==> src/scp_defines.vh <==
// constants shared by the system clock prescaler design files
// What this block does
// - clock fuse routes system clock onto pin
// - no clock on pin during reset
// - clock output works for every source
// - pin carries the divided system clock, at half rate for ratio one
// - one ratio drives cpu, io, adc, flash
// - enable sets only on exact 0x80 write
// - enable clears after four cycles or select write
// - rewriting enable neither restarts nor clears window
// - bits six to four read zero
// - select field sets ratio, changeable at run time
// - select accepted only inside the enable window
// - reset select 0000, or 0011 with fuse
// - any select value writable after reset
`ifndef SCP_DEFINES_VH
`define SCP_DEFINES_VH

// register byte offsets
`define SCP_CTRL_OFFSET 12'h000
`define SCP_STAT_OFFSET 12'h004

// control register layout
`define SCP_CE_BIT 7
`define SCP_SEL_MSB 3
`define SCP_SEL_LSB 0
`define SCP_CE_SET_VALUE 8'h80
`define SCP_RSVD_ZERO 3'h0

// status register layout
`define SCP_STAT_ACT_MSB 3
`define SCP_STAT_ACT_LSB 0
`define SCP_STAT_WIN_BIT 4
`define SCP_STAT_PEND_BIT 5
`define SCP_STAT_OUTF_BIT 6
`define SCP_STAT_DIV8F_BIT 7
`define SCP_STAT_REJ_BIT 8

// reset values of the select field
`define SCP_SEL_RESET 4'h0
`define SCP_SEL_DIV8 4'h3

// change window length in clock cycles
`define SCP_CE_CYCLES 3'h4
`define SCP_CE_LAST 3'h1

// largest legal select value; 9 to 15 act as this one
`define SCP_SEL_MAX 4'h8

`endif

==> src/scp_top.v <==
// system clock prescaler: apb registers, change window, divider and clock output pin
`timescale 1ns/100ps
module scp_top #(
    parameter ADDR_W = 12,
    parameter CNT_W = 8
) (
    // apb slave
    input wire pclk,
    input wire presetn,
    input wire psel,
    input wire penable,
    input wire pwrite,
    input wire [ADDR_W-1:0] paddr,
    input wire [31:0] pwdata,
    input wire [3:0] pstrb,
    output reg [31:0] prdata,
    output reg pready,
    output reg pslverr,
    // configuration fuses, static levels
    input wire clock_output_fuse,
    input wire divide_by_eight_fuse,
    // normal port function of the shared pin
    input wire gpio_o,
    input wire gpio_oe,
    // shared pin driver
    output reg clock_out_pin_o,
    output reg clock_out_pin_oe,
    // clock enables of the divided domains
    output wire cpu_clk_en,
    output wire io_clk_en,
    output wire adc_clk_en,
    output wire flash_clk_en
);

`include "scp_defines.vh"

// bus decode
wire access;
wire wr_fire;
wire rd_take;
wire hit_ctrl;
wire hit_stat;
wire hit_any;
wire [7:0] wbyte;
wire ctrl_wr;
wire stat_wr;

// control state
reg init_q;
reg fuse_out_q;
reg fuse_div8_q;
reg ce_q;
reg ce_d;
reg [2:0] ce_cnt_q;
reg [2:0] ce_cnt_d;
reg [3:0] sel_q;
reg [3:0] sel_d;
reg rej_q;
reg rej_d;
reg sys_tick_q;

// divider outputs
wire div_tick;
wire div_level;
wire [3:0] div_active;

// write qualifiers
wire ce_set_req;
wire sel_wr;
wire sel_bad;
wire rej_clr;

// read mux
reg [31:0] rdata_d;
wire [7:0] ctrl_view;
wire [8:0] stat_view;

assign access = psel & penable;
assign wr_fire = access & pready & pwrite;
assign rd_take = access & ~pready;
assign hit_ctrl = (paddr == `SCP_CTRL_OFFSET);
assign hit_stat = (paddr == `SCP_STAT_OFFSET);
assign hit_any = hit_ctrl | hit_stat;
assign wbyte = pwdata[7:0];
assign ctrl_wr = wr_fire & hit_ctrl & pstrb[0];
assign stat_wr = wr_fire & hit_stat & pstrb[1];

// one wait state per transfer so read data can leave a flop
always @(posedge pclk or negedge presetn) begin
    if (!presetn) begin
        pready <= 1'b0;
        pslverr <= 1'b0;
        prdata <= 32'h00000000;
    end else begin
        pready <= rd_take;
        pslverr <= rd_take & ~hit_any;
        if (rd_take & ~pwrite) begin
            prdata <= rdata_d;
        end
    end
end

// the set write must carry zeros in every other bit of the low byte
assign ce_set_req = ctrl_wr & (wbyte == `SCP_CE_SET_VALUE);
// a select write is one with the enable bit clear, taken only while the window is open
assign sel_wr = ctrl_wr & ~wbyte[`SCP_CE_BIT] & ce_q;
// a select write outside the window is dropped and remembered
assign sel_bad = ctrl_wr & ~wbyte[`SCP_CE_BIT] & ~ce_q;
assign rej_clr = stat_wr & pwdata[`SCP_STAT_REJ_BIT];

// change window
always @* begin
    ce_d = ce_q;
    ce_cnt_d = ce_cnt_q;
    if (sel_wr) begin
        ce_d = 1'b0;
        ce_cnt_d = 3'h0;
    end else if (ce_q) begin
        // a repeated set write falls through here untouched
        ce_cnt_d = ce_cnt_q - `SCP_CE_LAST;
        if (ce_cnt_q == `SCP_CE_LAST) begin
            ce_d = 1'b0;
        end
    end else if (ce_set_req) begin
        ce_d = 1'b1;
        ce_cnt_d = `SCP_CE_CYCLES;
    end
end

// select field; any value is taken inside the window whatever the fuse says
always @* begin
    sel_d = sel_q;
    if (!init_q) begin
        // the fuse flop is loaded on this same edge, so the live fuse level is used here
        sel_d = divide_by_eight_fuse ? `SCP_SEL_DIV8 : `SCP_SEL_RESET;
    end else if (sel_wr) begin
        sel_d = wbyte[`SCP_SEL_MSB:`SCP_SEL_LSB];
    end
end

// rejected-write flag: a new rejection in the clearing cycle wins
always @* begin
    rej_d = rej_q;
    if (rej_clr) begin
        rej_d = 1'b0;
    end
    if (sel_bad) begin
        rej_d = 1'b1;
    end
end

// fuses are caught on the first edge after reset release, never under reset
always @(posedge pclk or negedge presetn) begin
    if (!presetn) begin
        init_q <= 1'b0;
        fuse_out_q <= 1'b0;
        fuse_div8_q <= 1'b0;
    end else begin
        init_q <= 1'b1;
        if (!init_q) begin
            fuse_out_q <= clock_output_fuse;
            fuse_div8_q <= divide_by_eight_fuse;
        end
    end
end

// register state
always @(posedge pclk or negedge presetn) begin
    if (!presetn) begin
        ce_q <= 1'b0;
        ce_cnt_q <= 3'h0;
        sel_q <= `SCP_SEL_RESET;
        rej_q <= 1'b0;
    end else begin
        ce_q <= ce_d;
        ce_cnt_q <= ce_cnt_d;
        sel_q <= sel_d;
        rej_q <= rej_d;
    end
end

// reserved bits always read back as zero
assign ctrl_view = {ce_q, `SCP_RSVD_ZERO, sel_q};

assign stat_view = {
    rej_q,
    fuse_div8_q,
    fuse_out_q,
    (div_active != sel_q),
    ce_q,
    div_active
};

always @* begin
    rdata_d = 32'h00000000;
    if (hit_ctrl) begin
        rdata_d[7:0] = ctrl_view;
    end else if (hit_stat) begin
        rdata_d[`SCP_STAT_REJ_BIT:0] = stat_view;
    end
end

// the divider runs from the source clock whatever source feeds pclk
scp_divider #(
    .CNT_W(CNT_W)
) u_div (
    .pclk(pclk),
    .presetn(presetn),
    .sel_i(sel_q),
    .tick_q(div_tick),
    .level_q(div_level),
    .active_q(div_active)
);

// one registered tick feeds every domain, so they never drift apart
always @(posedge pclk or negedge presetn) begin
    if (!presetn) begin
        sys_tick_q <= 1'b0;
    end else begin
        sys_tick_q <= div_tick;
    end
end

assign cpu_clk_en = sys_tick_q;
assign io_clk_en = sys_tick_q;
assign adc_clk_en = sys_tick_q;
assign flash_clk_en = sys_tick_q;

// shared pin: the fuse takes it from the port logic and drives the divided clock
always @(posedge pclk or negedge presetn) begin
    if (!presetn) begin
        clock_out_pin_o <= 1'b0;
        clock_out_pin_oe <= 1'b0;
    end else if (!init_q) begin
        // fuses are not known yet; keep the pin quiet one more cycle
        clock_out_pin_o <= 1'b0;
        clock_out_pin_oe <= 1'b0;
    end else if (fuse_out_q) begin
        clock_out_pin_o <= div_level;
        clock_out_pin_oe <= 1'b1;
    end else begin
        clock_out_pin_o <= gpio_o;
        clock_out_pin_oe <= gpio_oe;
    end
end

endmodule // scp_top

==> src/scp_divider.v <==
// power-of-two clock divider producing a tick and a clock level
`timescale 1ns/100ps
module scp_divider #(
    parameter CNT_W = 8
) (
    // clock and reset
    input wire pclk,
    input wire presetn,
    // ratio request
    input wire [3:0] sel_i,
    // divided clock
    output reg tick_q,
    output reg level_q,
    output reg [3:0] active_q
);

`include "scp_defines.vh"

reg [CNT_W-1:0] cnt_q;
reg [CNT_W-1:0] cnt_d;
reg [3:0] active_d;
reg [3:0] eff_now;
reg [3:0] eff_next;
reg [CNT_W:0] term_now;
reg [CNT_W:0] term_next;
reg wrap;

// new ratios are taken only at a period boundary, so no runt pulse reaches a domain
always @* begin
    eff_now = (active_q > `SCP_SEL_MAX) ? `SCP_SEL_MAX : active_q;
    term_now = ({{CNT_W{1'b0}}, 1'b1} << eff_now) - {{CNT_W{1'b0}}, 1'b1};
    wrap = (cnt_q == term_now[CNT_W-1:0]);
    active_d = wrap ? sel_i : active_q;
    cnt_d = wrap ? {CNT_W{1'b0}} : cnt_q + {{(CNT_W-1){1'b0}}, 1'b1};
    eff_next = (active_d > `SCP_SEL_MAX) ? `SCP_SEL_MAX : active_d;
    term_next = ({{CNT_W{1'b0}}, 1'b1} << eff_next) - {{CNT_W{1'b0}}, 1'b1};
end

always @(posedge pclk or negedge presetn) begin
    if (!presetn) begin
        cnt_q <= {CNT_W{1'b0}};
        active_q <= `SCP_SEL_RESET;
        tick_q <= 1'b0;
        level_q <= 1'b0;
    end else begin
        cnt_q <= cnt_d;
        active_q <= active_d;
        tick_q <= wrap;
        // ratio one cannot be shown by a flop; it toggles at half rate instead
        if (eff_next == `SCP_SEL_RESET) begin
            level_q <= ~level_q;
        end else begin
            level_q <= (cnt_d <= term_next[CNT_W:1]);
        end
    end
end

endmodule // scp_divider

==> config.mk <==
export PLATFORM = sky130hd
export DESIGN_NAME = scp_top
export DESIGN_NICKNAME = d
export VERILOG_FILES = /design/src/scp_top.v /design/src/scp_divider.v
export VERILOG_INCLUDE_DIRS = /design/src
export SDC_FILE = /design/constraint.sdc
export NUM_CORES = 1
export LEC_CHECK = 0
export BUFFER_PORTS_ARGS = -buffer_cell sky130_fd_sc_hd__buf_2
export CORE_UTILIZATION = 45
export CTS_CLUSTER_SIZE = 20
export DETAILED_ROUTE_END_ITERATION = 8
export GPL_TIMING_DRIVEN = 1
export HOLD_SLACK_MARGIN = 0.15
export PLACE_DENSITY = 0.81
export SYNTH_ARGS = -nofsm -noshare
export SYNTH_HDL_FRONTEND = slang
export SYNTH_HIERARCHICAL = 1
export SYNTH_SLANG_ARGS = --single-unit
==> constraint.sdc <==
create_clock -name pclk -period 3.9 [get_ports pclk]
set_input_delay 0 -clock pclk [delete_from_list [all_inputs] [get_ports pclk]]
set_output_delay 0 -clock pclk [all_outputs]
set_load 0.03 [all_outputs]
## Word level (Yosys, flattened, before mapping)

Index checks and enable logic that the tools add are counted.
W data, S select, Z words.

- Output and inout bits: 40
- Register bits: 40

- Shifts and indexed selects: 2
- Eq/ne operators: 6
- Reduce and logical (&&, ||, !) cells: 4
- Order comparisons: 3
- $add $sub $neg: 4
- Bitwise operators: 22
- Mux-type cells: 24

Operator list:

| operator | number |
|---|---|
| $mux W4 | 5 |
| $mux W8 | 2 |
| $and A1 B1 Y1 | 15 |
| $eq A12 B3 Y1 const B | 1 |
| $logic_not A12 Y1 | 1 |
| $mux W1 | 12 |
| $mux W3 | 3 |
| $mux W9 | 1 |
| $shl A1 B4 Y9 const A | 1 |
| $sub A9 B1 Y9 const B | 1 |
| $add A8 B1 Y8 const B | 1 |
| $eq A8 B8 Y1 | 1 |
| $eq A8 B8 Y1 const B | 1 |
| $gt A4 B4 Y1 const B | 2 |
| $le A8 B8 Y1 | 1 |
| $shl A1 B4 Y8 const A | 1 |
| $sub A8 B1 Y8 const B | 1 |
| $not A1 Y1 | 6 |
| $logic_not A4 Y1 | 1 |
| $ne A4 B4 Y1 | 1 |
| $eq A3 B1 Y1 const B | 1 |
| $reduce_bool A3 Y1 | 1 |
| $sub A3 B1 Y3 const B | 1 |
| $mux W2 | 1 |
| 3 further kinds | 3 |

## Logic depth before layout (Yosys ltp)

- Word-level depth: 12
- Depth in mapped cells: 21
- Depth with buffers taken out: 18

## Cells and area by module

Netlist, hierarchy kept.

By module, submodules not included:

| module | sequential area each (um^2) | area an instance (um^2) | instances | cells each |
|---|---|---|---|---|
| scp_top | 650.6 | 1463.9 | 1 | 150 |
| scp_divider | 350.3 | 1231.2 | 1 | 131 |

## Least setup slack after synthesis

No wires, ideal clock.

- Kind: register to register
- From: register u_div.active_q[0]
- To: register u_div.level_q
- Arrival time: 3.924 ns
- Library setup time: 0.129 ns
- Data required time: 3.771 ns
- Slack: -0.154 ns
- Stages on the path, launching flop included: 22
- Cells stage by stage: dfrtp_1 > buf_6 > nor4_4 > inv_1 > ha_1 > or3_1 > a21oi_1 > nor3_1 > o211ai_4 > buf_6 > mux2_4 > ha_1 > buf_1 > nor3_1 > a21oi_1 > o211ai_1 > o21ai_1 > ha_1 > nand3_1 > o21bai_1 > a21oi_1 > mux2i_1

- Longest elaborated chain between the ends: 12

RTL lines:

| item | RTL line | source |
|---|---|---|
| from (decl) | scp_divider.v:14 | `output reg [3:0] active_q` |
| from (signal assigned) | scp_divider.v:42 | `` active_q <= `SCP_SEL_RESET; `` |
| from (signal assigned) | scp_divider.v:47 | `active_q <= active_d;` |
| $gt A4 B4 Y1 (no source line) | n/a |  |
| $mux W4 | scp_divider.v:30 | `` eff_now = (active_q > `SCP_SEL_MAX) ? `SCP_SEL_MAX : active_q; `` |
| $shl A1 B4 Y8 | scp_divider.v:31 | `term_now = ({{CNT_W{1'b0}}, 1'b1} << eff_now) - {{CNT_W{1'b0}}, 1'b1};` |
| $sub A8 B1 Y8 | scp_divider.v:31 |  |
| $eq A8 B8 Y1 | scp_divider.v:32 | `wrap = (cnt_q == term_now[CNT_W-1:0]);` |
| $mux W4 | scp_divider.v:33 | `active_d = wrap ? sel_i : active_q;` |
| $gt A4 B4 Y1 (no source line) | n/a |  |
| $mux W4 | scp_divider.v:35 | `` eff_next = (active_d > `SCP_SEL_MAX) ? `SCP_SEL_MAX : active_d; `` |
| $shl A1 B4 Y9 | scp_divider.v:36 | `term_next = ({{CNT_W{1'b0}}, 1'b1} << eff_next) - {{CNT_W{1'b0}}, 1'b1};` |
| $sub A9 B1 Y9 | scp_divider.v:36 |  |
| $le A8 B8 Y1 | scp_divider.v:53 | `level_q <= (cnt_d <= term_next[CNT_W:1]);` |
| $mux W1 (*) | scp_divider.v:50 | `` if (eff_next == `SCP_SEL_RESET) begin `` |
| to (signal assigned) | scp_divider.v:51 | `level_q <= ~level_q;` |
| to (signal assigned) | scp_divider.v:53 |  |
| to (decl) | scp_divider.v:13 | `output reg level_q,` |

Every way passes the cells marked *; elsewhere a longest branch is shown, timed or not.
A chain may end at the register's enable or synchronous reset.

## Worst setup path after layout

- From: register u_div.active_q[2]
- To: register u_div.level_q

Same word-level chain as after synthesis.

==> metrics.txt <==
status=completed; fillers=roughly 450; crit path time final=3.81 ns; Buffers on Ports=between 40 and 50; Core ar.=5640 um2; crit share post-route=97.7%; share of layout cells above drive strength 1=27.7%; Tot Pwr=approximately 1.8 mW; reg-to-reg startpoint=u_div/active_q[2]; Crit. Startpoint=u_div/active_q[2]; cell count after synthesis=281; Detailed Place HPWL=4230 um; n_diodes=0; headroom to the max-slew limit=about two fifths; Final Skew=about 0.0061 ns; num ports=97; Worst setup SP type=flop; Clock Latency Late Sink=0.30 ns; Pleak=~1.6 nW; synthesized area per cell=around 9.6 um2; Reg-to-Reg End=u_div/level_q; Hold Path Class=in -> reg; area of the multi-input gates=1520 um2; Die X=roughly 79 um; TritonCTS Buffers=5; Critical Path End=u_div/level_q; Seq cells post-synth=40; Worst-path clk slew=0.08 ns; Arrival @ worst endpoint=~4 ns; CTS root buf=clkbuf_8; Peak VDD IR=0.000280 V; DRC=0; Std-Cell Rows=27; drt initial violations=211; asr flop ratio synth=100%; gpl congestion=about 0.85; clock sinks=40; dpl cell area=between 2000 and 3000 um2; drt via density=~5.5; Tightest Pin Transition=0.877 ns; Mapped Area=2700 um2; total of max-cap violations=0; sequential fraction of the synthesis area=37.1%; setup violators final=0; total grt overflow=0; H-Tree Depth=2; Fin Hold WS=about 0.18 ns; Area Overhead vs Synth=22.1%; CP Class=reg -> reg; first-pass GRT wire length=10500 um; Seq. cell area=1000 um2; Inst Count DP=approximately 400; aggregate global-route resource usage=21.7%; Routed WL=approximately 6500 um; most common cell after layout, fill and taps aside=buf_2; DP Worst Slack=about 0.055 ns; DRT Pass-1 Iters=5; R2R depth=18; Ys Warns=6; via count of the routed design=around 2300; initial antenna violation count=0; WL/cell=between 15 and 20 um; CTS tree=built; setup repair after global routing missed its margin=yes; clk buf depth=2; die area=6300 um2; Req. time, crit path=between 4 and 5 ns; Slew Viols, Final=0; reg2reg setup slack=0.09 ns; overall die height=79.4 um; vias in the first global route=2201; setup tns final=0 ns; final worst slack=between 0.08 and 0.09 ns; Hold Fails Final Rpt=0; largest net degree at the start of global routing=between 40 and 50; design area=3290 um2; Final Non-Filler Cells=~430; post-route ant nets=0; Starting Density=47.8%; commonest cells after routing, fill and taps aside=buf_2, dfrtp_1, nand2_1, conb_1, dlygate4sd3_1; Nets=424; pwr/cell area=between 500 and 600 nW/um2; final core utilization=58.3%; Top FF cell, synth=dfrtp_1; fmax=0.262 GHz; synth unique cells=55; CP Max Fanout=7; number of synthesized flops with an enable pin=0; CP endpoint kind=flop
-- report_power, final --
part	switching (mW)	internal, mW	total [mW]	leakage, nW
Sequential	0.0876	0.481	0.568	0.519
Combinational	0.518	0.472	0.990	1.02
Clock	0.149	0.121	0.270	0.0400
-- per-layer routing --
layer / track usage (%) / wire length [um] / vias up
met4: 10.2 / 236 / 0
li1: - / - / 1095
met5: 0 / 0 / -
met3: 3.66 / 330 / 21
met2: 35.9 / 3180 / 91
met1: 27.6 / 2750 / 1117
-- cells by family (layout without fill, tap and decap cells) --
| kind of cell | count (synthesis) | in the layout | synth area share (%) |
|---|---|---|---|
| AO/OA/AOI/OAI | 52 | 52 | 13.3 |
| XOR/XNOR | 16 | 16 | 5.20 |
| adder cells (fa/ha/maj) | 13 | 13 | 6.04 |
| buffers and inverters | 50 | 101 | 12.1 |
| flip-flops | 40 | 40 | 37.1 |
| multiplexers | 17 | 17 | 6.78 |
| other | 3 | 25 | 0.418 |
| AND/OR/NAND/NOR | 90 | 90 | 19.0 |
-- flip-flops by register name (all words and copies together), names as in the netlist, 3 cells and up --
register and flops:
ce_cnt_q 3, prdata 9, sel_q 4, u_div/cnt_q 8
u_div/active_q 4
-- synth_stat cells, types with 2 or more instances --
cell type  instances  area [um2]
dfrtp_1           40        1000
nand2_1           27         101
buf_4             26         195
nor2_1            15        56.3
ha_1              13         163
a21oi_1           12        60.1
inv_1             11        41.3
o31ai_1           11        82.6
xor2_1            11        96.3
mux2i_1           10         100
o21ai_0           10        50.1
nor3_1             9        45.0
mux2_2             6        67.6
nand3_1            6        30.0
nand4_1            6        37.5
clkbuf_1           5        18.8
nor4_1             5        31.3
xnor2_1            5        43.8
buf_6              4        45.0
conb_1             3        11.3
o21a_1             3        22.5
o22ai_1            3        18.8
a31oi_1            2        12.5
and2_1             2        12.5
and3_1             2        12.5
nand3b_1           2        15.0
nor4b_1            2        17.5
o21bai_1           2        15.0
or3_2              2        15.0
-- critical path, cell delays in order (launching register included) --
cell and delay, ns:
dfrtp_2 0.45, nor4_4 0.30, inv_1 0.08, ha_2 0.19, or3_4 0.38, a21oi_4 0.15
nor3_2 0.07, o211ai_4 0.24, mux2_4 0.35, ha_4 0.20, nor3_2 0.12, a21oi_1 0.06
o21ai_1 0.19, o21ai_1 0.10, ha_1 0.30, nand3_2 0.09, o21bai_1 0.16, a21oi_1 0.15
mux2i_1 0.10
-- repair_timing --
item	CTS	global route
hold buffers	22	0
endpoints found under the hold margin	57	0
gates resized for setup	0	9
setup buffers	0	2
endpoints found under the setup margin	0	1
-- worst min path at each step --
stage / end / depth (start not counted) / startpoint / slack [ns]
final: prdata[0] / 3 / paddr[2] / 0.18
after global routing: sel_q[3] / 4 / pstrb[0] / 0.20
after CTS: prdata[8] / 4 / paddr[3] / 0.15
after detailed placement: ce_cnt_q[0] / 1 / presetn / 0.19
after global placement: ce_cnt_q[0] / 1 / presetn / 0.17
after floorplan: adc_clk_en / 0 / presetn / -0.30
-- cell type report --
type / count / share of cell area [%]
Multi-Input combinational cell: 213 / 46.2
Sequential cell: 40 / 30.5
Tap cell: 72 / 2.74
Clock inverter: 2 / 0.380
Clock buffer: 5 / 2.09
Inverter: 12 / 1.37
Timing Repair Buffer: 82 / 16.7
(Power assumes the default switching activity.)
